`src/design/pcmp_pkg.sv`:
```
// shared constants and types for the phase comparator two register bank
package pcmp_pkg;

   // ****************************************
   // register indices and address width
   // ****************************************
   localparam logic [15:0] FILT_PERIOD_IDX = 16'h002a;
   localparam logic [15:0] STAT_CTRL_IDX   = 16'h002b;
   localparam logic [15:0] MODE_CTRL_IDX   = 16'h0030;
   localparam logic [15:0] CLAMP_CTRL_IDX  = 16'h1870;
   localparam logic [15:0] IO_CTRL_IDX     = 16'h1871;
   localparam int          ADDR_W          = 16;

   // ****************************************
   // status/control field positions
   // ****************************************
   localparam int RISE_IE_BIT   = 4;
   localparam int FALL_IE_BIT   = 3;
   localparam int RISE_FLAG_BIT = 2;
   localparam int FALL_FLAG_BIT = 1;
   localparam int RESULT_BIT    = 0;

   // ****************************************
   // mode control field positions
   // ****************************************
   localparam int SAMPLE_SEL_BIT = 7;
   localparam int WINDOW_SEL_BIT = 6;
   localparam int INVERT_BIT     = 3;
   localparam int CMP_EN_BIT     = 0;

   // ****************************************
   // reset values
   // ****************************************
   localparam logic [7:0] FILT_PERIOD_RST = 8'h00;
   localparam logic [7:0] STAT_CTRL_RST   = 8'h00;
   localparam logic [7:0] MODE_CTRL_RST   = 8'h00;
   localparam logic [7:0] CLAMP_CTRL_RST  = 8'h00;
   localparam logic [7:0] IO_CTRL_RST     = 8'h00;

   // ****************************************
   // carriers for the analog-side settings
   // ****************************************
   typedef struct packed {
      logic       overvoltage_protect_enable;
      logic       overvoltage_irq_enable;
      logic [2:0] clamp_trim;
      logic       clamp_enable;
   } clamp_cfg_t;

   typedef struct packed {
      logic       high_side_buffer_enable;
      logic [1:0] high_side_drive_strength;
      logic [1:0] low_side_drive_strength;
      logic       io_ctrl_bit0;
   } predriver_cfg_t;

endpackage

```
`src/design/phase_comparator_gate_drive_regs.sv`:
```
// register bank, output filter and edge flags for phase comparator two
`timescale 1ns/1ps
`default_nettype none

module phase_comparator_gate_drive_regs
#(
   parameter int FILT_W = 8
)
(
   // clock and reset
   input  wire  logic                     mclk_i,
   input  wire  logic                     rst_n_i,
   // apb slave
   input  wire  logic                     psel_i,
   input  wire  logic                     penable_i,
   input  wire  logic                     pwrite_i,
   input  wire  logic [pcmp_pkg::ADDR_W-1:0] paddr_i,
   input  wire  logic [31:0]              pwdata_i,
   input  wire  logic [3:0]               pstrb_i,
   output logic                           pready_o,
   output logic [31:0]                    prdata_o,
   output logic                           pslverr_o,
   // analog comparator side
   input  wire  logic                     cmp_raw_i,
   input  wire  logic                     sample_strobe_i,
   output logic                           comparator_result_o,
   output logic                           comparator_enable_o,
   output logic                           window_mode_select_o,
   output logic                           comparator_irq_o,
   // clamp and pre-driver settings
   output var pcmp_pkg::clamp_cfg_t       clamp_cfg_o,
   output var pcmp_pkg::predriver_cfg_t   predriver_cfg_o
);
   import pcmp_pkg::*;

   // ****************************************
   // parameter check
   // ****************************************
   if (FILT_W < 1 || FILT_W > 8) begin : g_bad_width
      $error("FILT_W must lie between 1 and 8");
   end

   // ****************************************
   // declarations
   // ****************************************
   logic [FILT_W-1:0] filter_sample_period_r;
   logic              rising_irq_enable_r;
   logic              falling_irq_enable_r;
   logic              rising_edge_flag_r;
   logic              falling_edge_flag_r;
   logic              sample_mode_select_r;
   logic              window_mode_select_r;
   logic              output_invert_r;
   logic              comparator_enable_r;
   logic [7:0]        clamp_ctrl_r;
   logic [7:0]        io_ctrl_r;
   logic [FILT_W-1:0] sample_cnt_r;
   logic              comparator_result_r;
   logic              result_prev_r;
   logic              polar_in;
   logic              sample_tick;
   logic              result_nxt;
   logic              rise_det;
   logic              fall_det;
   logic              wr_en;
   logic              rd_en;
   logic              hit_filt;
   logic              hit_stat;
   logic              hit_mode;
   logic              hit_clamp;
   logic              hit_io;
   logic              hit_any;
   logic [7:0]        rd_byte;
   logic [7:0]        wbyte;

   // ****************************************
   // apb decode
   // ****************************************
   // indices count 32-bit words, so each register sits at four times its index
   always_comb begin
      hit_filt  = 1'b0;
      hit_stat  = 1'b0;
      hit_mode  = 1'b0;
      hit_clamp = 1'b0;
      hit_io    = 1'b0;
      if (paddr_i == ADDR_W'({FILT_PERIOD_IDX, 2'b00})) begin
         hit_filt = 1'b1;
      end else if (paddr_i == ADDR_W'({STAT_CTRL_IDX, 2'b00})) begin
         hit_stat = 1'b1;
      end else if (paddr_i == ADDR_W'({MODE_CTRL_IDX, 2'b00})) begin
         hit_mode = 1'b1;
      end else if (paddr_i == ADDR_W'({CLAMP_CTRL_IDX, 2'b00})) begin
         hit_clamp = 1'b1;
      end else if (paddr_i == ADDR_W'({IO_CTRL_IDX, 2'b00})) begin
         hit_io = 1'b1;
      end
   end

   assign hit_any   = hit_filt | hit_stat | hit_mode | hit_clamp | hit_io;
   // zero wait states: every access completes in its first access cycle
   assign pready_o  = 1'b1;
   assign pslverr_o = psel_i & penable_i & ~hit_any;
   // only byte lane 0 carries register data
   assign wr_en     = psel_i & penable_i & pwrite_i & pstrb_i[0];
   // read data is offered from setup on; harmless since pready is tied high
   assign rd_en     = psel_i & ~pwrite_i;
   assign wbyte     = pwdata_i[7:0];

   // ****************************************
   // filter period register
   // ****************************************
   always_ff @(posedge mclk_i or negedge rst_n_i) begin
      if (!rst_n_i) begin
         filter_sample_period_r <= FILT_PERIOD_RST[FILT_W-1:0];
      end else if (wr_en && hit_filt) begin
         filter_sample_period_r <= wbyte[FILT_W-1:0];
      end
   end

   // ****************************************
   // mode control register
   // ****************************************
   always_ff @(posedge mclk_i or negedge rst_n_i) begin
      if (!rst_n_i) begin
         sample_mode_select_r <= MODE_CTRL_RST[SAMPLE_SEL_BIT];
         window_mode_select_r <= MODE_CTRL_RST[WINDOW_SEL_BIT];
         output_invert_r      <= MODE_CTRL_RST[INVERT_BIT];
         comparator_enable_r  <= MODE_CTRL_RST[CMP_EN_BIT];
      end else if (wr_en && hit_mode) begin
         sample_mode_select_r <= wbyte[SAMPLE_SEL_BIT];
         // sample mode wins over windowing when both are written
         window_mode_select_r <= wbyte[WINDOW_SEL_BIT] & ~wbyte[SAMPLE_SEL_BIT];
         output_invert_r      <= wbyte[INVERT_BIT];
         comparator_enable_r  <= wbyte[CMP_EN_BIT];
      end
   end

   // ****************************************
   // interrupt enables
   // ****************************************
   always_ff @(posedge mclk_i or negedge rst_n_i) begin
      if (!rst_n_i) begin
         rising_irq_enable_r  <= STAT_CTRL_RST[RISE_IE_BIT];
         falling_irq_enable_r <= STAT_CTRL_RST[FALL_IE_BIT];
      end else if (wr_en && hit_stat) begin
         rising_irq_enable_r  <= wbyte[RISE_IE_BIT];
         falling_irq_enable_r <= wbyte[FALL_IE_BIT];
      end
   end

   // ****************************************
   // sample timing
   // ****************************************
   assign polar_in = cmp_raw_i ^ output_invert_r;

   // counter reloads to period-1, so a sample lands every period cycles
   // a new nonzero period is picked up only once the running count reaches zero
   always_ff @(posedge mclk_i or negedge rst_n_i) begin
      if (!rst_n_i) begin
         sample_cnt_r <= '0;
      end else if (sample_mode_select_r || filter_sample_period_r == '0) begin
         sample_cnt_r <= '0;
      end else if (sample_cnt_r == '0) begin
         sample_cnt_r <= filter_sample_period_r - FILT_W'(1);
      end else begin
         sample_cnt_r <= sample_cnt_r - FILT_W'(1);
      end
   end

   // strobe is used as is; it is taken to be synchronous to mclk_i
   always_comb begin
      if (sample_mode_select_r) begin
         sample_tick = sample_strobe_i;
      end else if (filter_sample_period_r == '0) begin
         sample_tick = 1'b1;
      end else begin
         sample_tick = (sample_cnt_r == '0);
      end
   end

   // ****************************************
   // comparator result
   // ****************************************
   // disabling still moves the result to the invert setting, which can raise a flag
   always_comb begin
      if (!comparator_enable_r) begin
         result_nxt = output_invert_r;
      end else if (sample_tick) begin
         result_nxt = polar_in;
      end else begin
         result_nxt = comparator_result_r;
      end
   end

   // the result bit is never loaded from the bus
   always_ff @(posedge mclk_i or negedge rst_n_i) begin
      if (!rst_n_i) begin
         comparator_result_r <= 1'b0;
         result_prev_r       <= 1'b0;
      end else begin
         comparator_result_r <= result_nxt;
         result_prev_r       <= comparator_result_r;
      end
   end

   // a single bit cannot rise and fall at once, so one flag per cycle
   assign rise_det = comparator_result_r & ~result_prev_r;
   assign fall_det = ~comparator_result_r & result_prev_r;

   // ****************************************
   // edge flags
   // ****************************************
   // set takes priority, so an edge in the clearing cycle is not lost
   // flags survive a disable; only software or reset clears them
   always_ff @(posedge mclk_i or negedge rst_n_i) begin
      if (!rst_n_i) begin
         rising_edge_flag_r <= STAT_CTRL_RST[RISE_FLAG_BIT];
      end else if (rise_det) begin
         rising_edge_flag_r <= 1'b1;
      end else if (wr_en && hit_stat && wbyte[RISE_FLAG_BIT]) begin
         rising_edge_flag_r <= 1'b0;
      end
   end

   always_ff @(posedge mclk_i or negedge rst_n_i) begin
      if (!rst_n_i) begin
         falling_edge_flag_r <= STAT_CTRL_RST[FALL_FLAG_BIT];
      end else if (fall_det) begin
         falling_edge_flag_r <= 1'b1;
      end else if (wr_en && hit_stat && wbyte[FALL_FLAG_BIT]) begin
         falling_edge_flag_r <= 1'b0;
      end
   end

   // level output, held for as long as a flag and its enable are both set
   assign comparator_irq_o = (rising_irq_enable_r & rising_edge_flag_r)
                           | (falling_irq_enable_r & falling_edge_flag_r);

   // ****************************************
   // clamp and pre-driver registers
   // ****************************************
   // reserved bits are dropped at write time so they always read zero
   always_ff @(posedge mclk_i or negedge rst_n_i) begin
      if (!rst_n_i) begin
         clamp_ctrl_r <= CLAMP_CTRL_RST;
      end else if (wr_en && hit_clamp) begin
         clamp_ctrl_r <= wbyte & 8'hcf;
      end
   end

   always_ff @(posedge mclk_i or negedge rst_n_i) begin
      if (!rst_n_i) begin
         io_ctrl_r <= IO_CTRL_RST;
      end else if (wr_en && hit_io) begin
         io_ctrl_r <= wbyte & 8'hb7;
      end
   end

   // one assignment per struct keeps each output with a single driver
   assign clamp_cfg_o = '{
      overvoltage_protect_enable: clamp_ctrl_r[7],
      overvoltage_irq_enable:     clamp_ctrl_r[6],
      clamp_trim:                 clamp_ctrl_r[3:1],
      clamp_enable:               clamp_ctrl_r[0]
   };

   // upper nibble drives the high side, lower nibble the low side
   assign predriver_cfg_o = '{
      high_side_buffer_enable:  io_ctrl_r[7],
      high_side_drive_strength: io_ctrl_r[5:4],
      // code 00 here turns the low-side buffer off in the analog block
      low_side_drive_strength:  io_ctrl_r[2:1],
      io_ctrl_bit0:             io_ctrl_r[0]
   };

   // ****************************************
   // read mux
   // ****************************************
   // only lane 0 carries data, the upper 24 bits always read zero
   always_comb begin
      rd_byte = 8'h00;
      if (hit_filt) begin
         rd_byte = 8'(filter_sample_period_r);
      end else if (hit_stat) begin
         rd_byte[RISE_IE_BIT]   = rising_irq_enable_r;
         rd_byte[FALL_IE_BIT]   = falling_irq_enable_r;
         rd_byte[RISE_FLAG_BIT] = rising_edge_flag_r;
         rd_byte[FALL_FLAG_BIT] = falling_edge_flag_r;
         rd_byte[RESULT_BIT]    = comparator_result_r;
      end else if (hit_mode) begin
         rd_byte[SAMPLE_SEL_BIT] = sample_mode_select_r;
         rd_byte[WINDOW_SEL_BIT] = window_mode_select_r;
         rd_byte[INVERT_BIT]     = output_invert_r;
         rd_byte[CMP_EN_BIT]     = comparator_enable_r;
      end else if (hit_clamp) begin
         rd_byte = clamp_ctrl_r;
      end else if (hit_io) begin
         rd_byte = io_ctrl_r;
      end
   end

   // status bits 7..5 are never assigned above and read zero
   assign prdata_o = rd_en ? {24'h000000, rd_byte} : 32'h00000000;

   // ****************************************
   // status outputs
   // ****************************************
   // straight from flip-flops so the analog side never sees a decode glitch
   assign comparator_result_o  = comparator_result_r;
   assign comparator_enable_o  = comparator_enable_r;
   assign window_mode_select_o = window_mode_select_r;

endmodule // phase_comparator_gate_drive_regs

`default_nettype wire

```
`config.mk`:
```
export PLATFORM = sky130hd
export DESIGN_NAME = phase_comparator_gate_drive_regs
export DESIGN_NICKNAME = d
export VERILOG_FILES = /design/src/design/pcmp_pkg.sv /design/src/design/phase_comparator_gate_drive_regs.sv
export SDC_FILE = /design/constraint.sdc
export NUM_CORES = 1
export LEC_CHECK = 0
export BUFFER_PORTS_ARGS = -buffer_cell sky130_fd_sc_hd__buf_2
export CAP_MARGIN = 15
export CORE_ASPECT_RATIO = 1.5
export CORE_MARGIN = 3
export CORE_UTILIZATION = 47
export DETAILED_ROUTE_END_ITERATION = 16
export GPL_TIMING_DRIVEN = 0
export HOLD_SLACK_MARGIN = 0.06
export PLACE_DENSITY = 0.8
export SLEW_MARGIN = 0
export SYNTH_ARGS = -nofsm -noshare
export SYNTH_HDL_FRONTEND = slang
export SYNTH_SLANG_ARGS = --single-unit
export TNS_END_PERCENT = 10
```
`constraint.sdc`:
```
create_clock -name mclk_i -period 2.2 [get_ports mclk_i]
set_input_delay 0.22 -clock mclk_i [delete_from_list [all_inputs] [get_ports mclk_i]]
set_output_delay 0.22 -clock mclk_i [all_outputs]
set_load 0.05 [all_outputs]
```
-- Word-level counts from Yosys, hierarchy flattened
Index checks and enable logic that the tools add are counted.
- register bits after elaboration: 38
- output and inout port bits: 50
- add/sub/neg operators: 2
- equal/unequal tests: 6
- muxes and demuxes: 36
- bitwise operators: 21
- reductions and logical operators: 12
- operators by type and width (cell ; number):
    $eq A16 B8 Y1 const B ; 3
    $mux W8 ; 6
    $eq A16 B15 Y1 const B ; 2
    $mux W1 ; 25
    $logic_not A8 Y1 ; 2
    $sub A8 B1 Y8 const B ; 2
    $and A1 B1 Y1 ; 10
    $logic_and A1 B1 Y1 ; 7
    $mux W2 ; 3
    $mux W5 ; 1
    $not A1 Y1 ; 5
    $or A1 B1 Y1 ; 5
    $reduce_bool A2 Y1 ; 2
    $mux W3 ; 1
    $ne A2 B1 Y1 const B ; 1
    $logic_or A1 B1 Y1 ; 1
    $xor A1 B1 Y1 ; 1

-- Longest topological paths before layout
- depth after elaboration: 12
- mapped depth: 8
- depth with buffers taken out: 7

-- Worst setup path before layout
Ideal clock, no wire load.
- path type: input port to output port
- start: in paddr_i[9] (netlist name)
- end: out prdata_o[3]
- arrival: 2.213 ns
- setup slack: -0.233 ns
- cell stages on the path: 4
- buffers on the path: 0
- path through: or4_4 > nor4_2 > o21ai_0 > a31oi_1
- cells in the longest elaborated chain, start to end: 10
- elaborated cells on any way between the ends: 19
- those cells by class: eq/ne (4); mux (15)
- ends and longest elaborated chain (element ; line ; source):
    from (decl) ; phase_comparator_gate_drive_regs.sv:17 ; input wire logic [pcmp_pkg::ADDR_W-1:0] paddr_i,
    $eq A16 B15 Y1 ; phase_comparator_gate_drive_regs.sv:92 ; end else if (paddr_i == ADDR_W'({CLAMP_CTRL_IDX, 2'b00})) begin
    $mux W1 ; phase_comparator_gate_drive_regs.sv:92 ;
    $mux W1 ; phase_comparator_gate_drive_regs.sv:90 ; end else if (paddr_i == ADDR_W'({MODE_CTRL_IDX, 2'b00})) begin
    $mux W1 ; phase_comparator_gate_drive_regs.sv:88 ; end else if (paddr_i == ADDR_W'({STAT_CTRL_IDX, 2'b00})) begin
    $mux W1 ; phase_comparator_gate_drive_regs.sv:86 ; if (paddr_i == ADDR_W'({FILT_PERIOD_IDX, 2'b00})) begin
    $mux W8 ; phase_comparator_gate_drive_regs.sv:295 ; end else if (hit_clamp) begin
    $mux W1 ; phase_comparator_gate_drive_regs.sv:290 ; end else if (hit_mode) begin
    $mux W5 ; phase_comparator_gate_drive_regs.sv:284 ; end else if (hit_stat) begin
    $mux W8 (*) ; phase_comparator_gate_drive_regs.sv:282 ; if (hit_filt) begin
    $mux W8 (*) ; phase_comparator_gate_drive_regs.sv:303 ; assign prdata_o = rd_en ? {24'h000000, rd_byte} : 32'h00000000;
    to (decl) ; phase_comparator_gate_drive_regs.sv:21 ; output logic [31:0] prdata_o,
Every way passes the cells marked *; elsewhere a longest branch is shown, timed or not.

-- Final worst setup path
- start: in paddr_i[9] (netlist name)
- end: out prdata_o[4]
- cells in the longest elaborated chain, start to end: 12
- elaborated cells on any way between the ends: 26
- those cells by class: eq/ne (5); mux (21)
- ends and longest elaborated chain (element ; line ; source):
    $eq A16 B15 Y1 ; phase_comparator_gate_drive_regs.sv:94 ; end else if (paddr_i == ADDR_W'({IO_CTRL_IDX, 2'b00})) begin
    $mux W1 ; phase_comparator_gate_drive_regs.sv:94 ;
    $mux W1 ; phase_comparator_gate_drive_regs.sv:92 ;
    $mux W1 ; phase_comparator_gate_drive_regs.sv:90 ;
    $mux W1 ; phase_comparator_gate_drive_regs.sv:88 ;
    $mux W1 ; phase_comparator_gate_drive_regs.sv:86 ;
    $mux W8 ; phase_comparator_gate_drive_regs.sv:297 ; end else if (hit_io) begin
    $mux W8 ; phase_comparator_gate_drive_regs.sv:295 ;
    $mux W2 ; phase_comparator_gate_drive_regs.sv:290 ;
    $mux W5 ; phase_comparator_gate_drive_regs.sv:284 ;
    $mux W8 (*) ; phase_comparator_gate_drive_regs.sv:282 ;
    $mux W8 (*) ; phase_comparator_gate_drive_regs.sv:303 ;
Marked as above.

==> run metrics <==
FILL cells 426; Worst Path Required ~2.0 ns; max-cap violations 0; reg-to-reg slack, setup 0.16 ns; final setup margin about 0.026 ns; GP Congestion 0.9288; Avg WL per Cell roughly 16 um; die width ~64 um; first-pass GRT wire length 9956 um; final worst path period share 98.83%; Die ar. 6020 um^2; Clock Latency Late Sink 0.29 ns; Initial Utilization between 40% and 50%; DP Worst Slack -0.2283 ns; hold_buf cts 0; cell mode on critical path buf_4; crit path to prdata_o[4]; VDD IR-drop max 0.6433 mV; count of different cell masters after synthesis 49; ANT nets after route 0; remaining routing DRC violations 0; Syn Std Cell Area approximately 2400 um^2; Worst R2R Path Depth 7; Vias between 2k and 2.5k; gr ovfl total 0; worst-path maximum fanout 4; fmax 459.9 MHz; Power Dens Cells 467.4 nW/um^2; Synth Flop Type dfrtp_1; CTS tree done; final net count 390; RSZ-0062 raised after global routing true; CTS sink count 38; row count 31; Synthesis Warnings 0; Tot Pwr 1.427 mW; TritonRoute pass-1 iters 4; PortBufs 55; max-slew violations 0; Longest Clk Path Bufs 2; utilization after layout 62.47%; worst slew pin tran 0.8463 ns; Initial DRC Count 80; Post-Syn Area per Cell 9.963 um^2; Reg-to-Reg Start sample_cnt_r[4]$_DFF_PN0_; setup_tns 0 ns; share of cells above drive strength 1 a little over two fifths; Critical Path Stages 7; worst setup path class in -> out; Min-Delay Path Class in -> async; Post-DP HPWL around 4800 um; status complete, no violations; ant diodes 0; Final min period 2.174 ns; Total GRT Usage 21.05%; initial antenna violation count 0; drt via density 5.499; relative slew slack 43.58%; core area 4887 um^2; Synth Instances ~240; Worst setup SP type input port; CP bufs+invs 3; #FFs+latches synth 38; number of synthesized flops with an enable pin 0; Worst Setup SP paddr_i[9]; clk_skew 0.009886 ns; crit-path cells buf_2 > or4_4 > nor4_4 > buf_4 > and4_1 > o221a_2 > buf_4; clk slew on worst S/H paths 0.08 ns; Leak about 1.5 nW; Area Overhead vs Synth 27.15%; root buf cell clkbuf_8; largest net degree at the start of global routing 39; vias in the first global route 2147; htree depth 2; Post-synth ARST share between 90% and 100%; Critical-path top delay cell or4_4; worst r2r dst sample_cnt_r[6]$_DFF_PN0_; critical path data arrival time 1.95 ns; Crit. End Element primary output; Final Hold Fails 0; Seq/Total Area, Yosys 39.60%; Num CTS Buffers 5; Ports 109; total wire length 6190 um; final setup vio count 0; Die Ht 93.54 um; Crit path max-delay family simple AND/OR/NAND/NOR gates; critical path's largest stage delay 0.59 ns
[layout make-up]
type / instances / area [um^2] / area share (%)
buffer: 29 / 206.4 / 6.762
inverter: 9 / 33.78 / 1.107
timing repair buffer: 61 / 337.8 / 11.07
sequential: 38 / 952.2 / 31.19
clock inverter: 2 / 12.51 / 0.4098
tap: 66 / 82.58 / 2.705
clock buffer: 6 / 82.58 / 2.705
multi-input combinational: 186 / 1345 / 44.06
[sequential cells by signal, indices dropped and copies added (netlist names), 6 cells and up]
register and count:
io_ctrl_r 6, sample_cnt_r 8, clamp_ctrl_r 6, filter_sample_period_r 8
[per-layer routing]
metal | up-vias | global-route usage, % | share of wire, %
met5 | - | 0 | 0
met4 | 0 | 8.818 | 2.9
met3 | 18 | 3.245 | 6.4
met2 | 111 | 40.60 | 55
met1 | 1030 | 22.02 | 36
li1 | 1024 | - | -
[stage by stage]
| stage | area [um^2] | hold slack, ns | std cells |
|---|---|---|---|
| CTS | 2993 | 0.06732 | 395 |
| detailed placement | 2851 | 0.3807 | 385 |
| finish | 3053 | 0.02923 | 397 |
| floorplan | 2494 | -0.07559 | 264 |
| global placement | 2851 | 0.3624 | 385 |
| global route | 3053 | 0.09038 | 397 |
[timing repair]
item | 4_1_cts | 5_1_grt
resized for setup | 6 | 11
cloned | 0 | 0
pin swaps | 2 | 2
setup buffers | 2 | 4
setup endpoints to repair | 9 | 11
[synth_stat cells (all sizes together) (2+ instances only)]
master | n | area, um^2
o41ai | 2 | 17.52
mux2 | 29 | 326.6
inv | 9 | 33.78
nand2 | 4 | 15.01
a21oi | 12 | 60.06
nor2b | 3 | 18.77
nand4 | 6 | 37.54
nor3 | 10 | 50.05
conb | 2 | 7.510
o311ai | 3 | 26.28
nand3 | 12 | 70.07
a31oi | 7 | 43.79
dfrtp | 38 | 950.9
a22o | 2 | 17.52
nand4b | 2 | 17.52
or2 | 2 | 12.51
mux2i | 2 | 20.02
nor2 | 16 | 60.06
xnor2 | 2 | 17.52
or4 | 5 | 41.29
nand2b | 5 | 31.28
o21ai | 8 | 40.03
a31o | 2 | 17.52
buf | 26 | 195.2
clkbuf | 5 | 18.77
or3 | 2 | 12.51
nand3b | 2 | 15.01
nor4 | 8 | 92.58
[placed cells by master, fill, tap and decap left out, types with 9 or more instances in the layout]
master / instances
dfrtp_1: 37
inv_1: 9
conb_1: 25
nor2_1: 15
nand3_1: 10
a21oi_1: 12
mux2_2: 29
nor3_1: 10
buf_4: 34
buf_2: 48
[power breakdown]
part / switching, mW / internal, mW / total [mW]
logic: 0.167 / 0.0658 / 0.232
registers: 0.000888 / 0.699 / 0.700
clock network: 0.243 / 0.252 / 0.495
total: 0.410 / 1.02 / 1.43
[logic make-up (layout without fill, tap and decap cells)]
logic type / count (synthesis) / count (layout) / synth area share, %
mux: 31 / 31 / 14.43
compound gates: 44 / 44 / 12.30
other cells: 2 / 25 / 0.3128
buf+inv: 40 / 107 / 10.32
flops: 38 / 38 / 39.60
simple gates: 82 / 82 / 21.42
fa+ha+maj: 1 / 1 / 0.5210
xor+xnor: 3 / 3 / 1.095
[how the worst min path moves through the flow]
stage	start	to	slack (ns)
after CTS	rst_n_i	filter_sample_period_r[6]$_DFFE_PN0P_	0.07
after detailed placement	rst_n_i	io_ctrl_r[4]$_DFFE_PN0P_	0.38
final	rst_n_i	filter_sample_period_r[6]$_DFFE_PN0P_	0.03
after global routing	rst_n_i	filter_sample_period_r[7]$_DFFE_PN0P_	0.09
after global placement	rst_n_i	io_ctrl_r[7]$_DFFE_PN0P_	0.36
after floorplan	rst_n_i	clamp_ctrl_r[0]$_DFFE_PN0P_	-0.08
No activity file was read; power rests on OpenSTA's default activity.
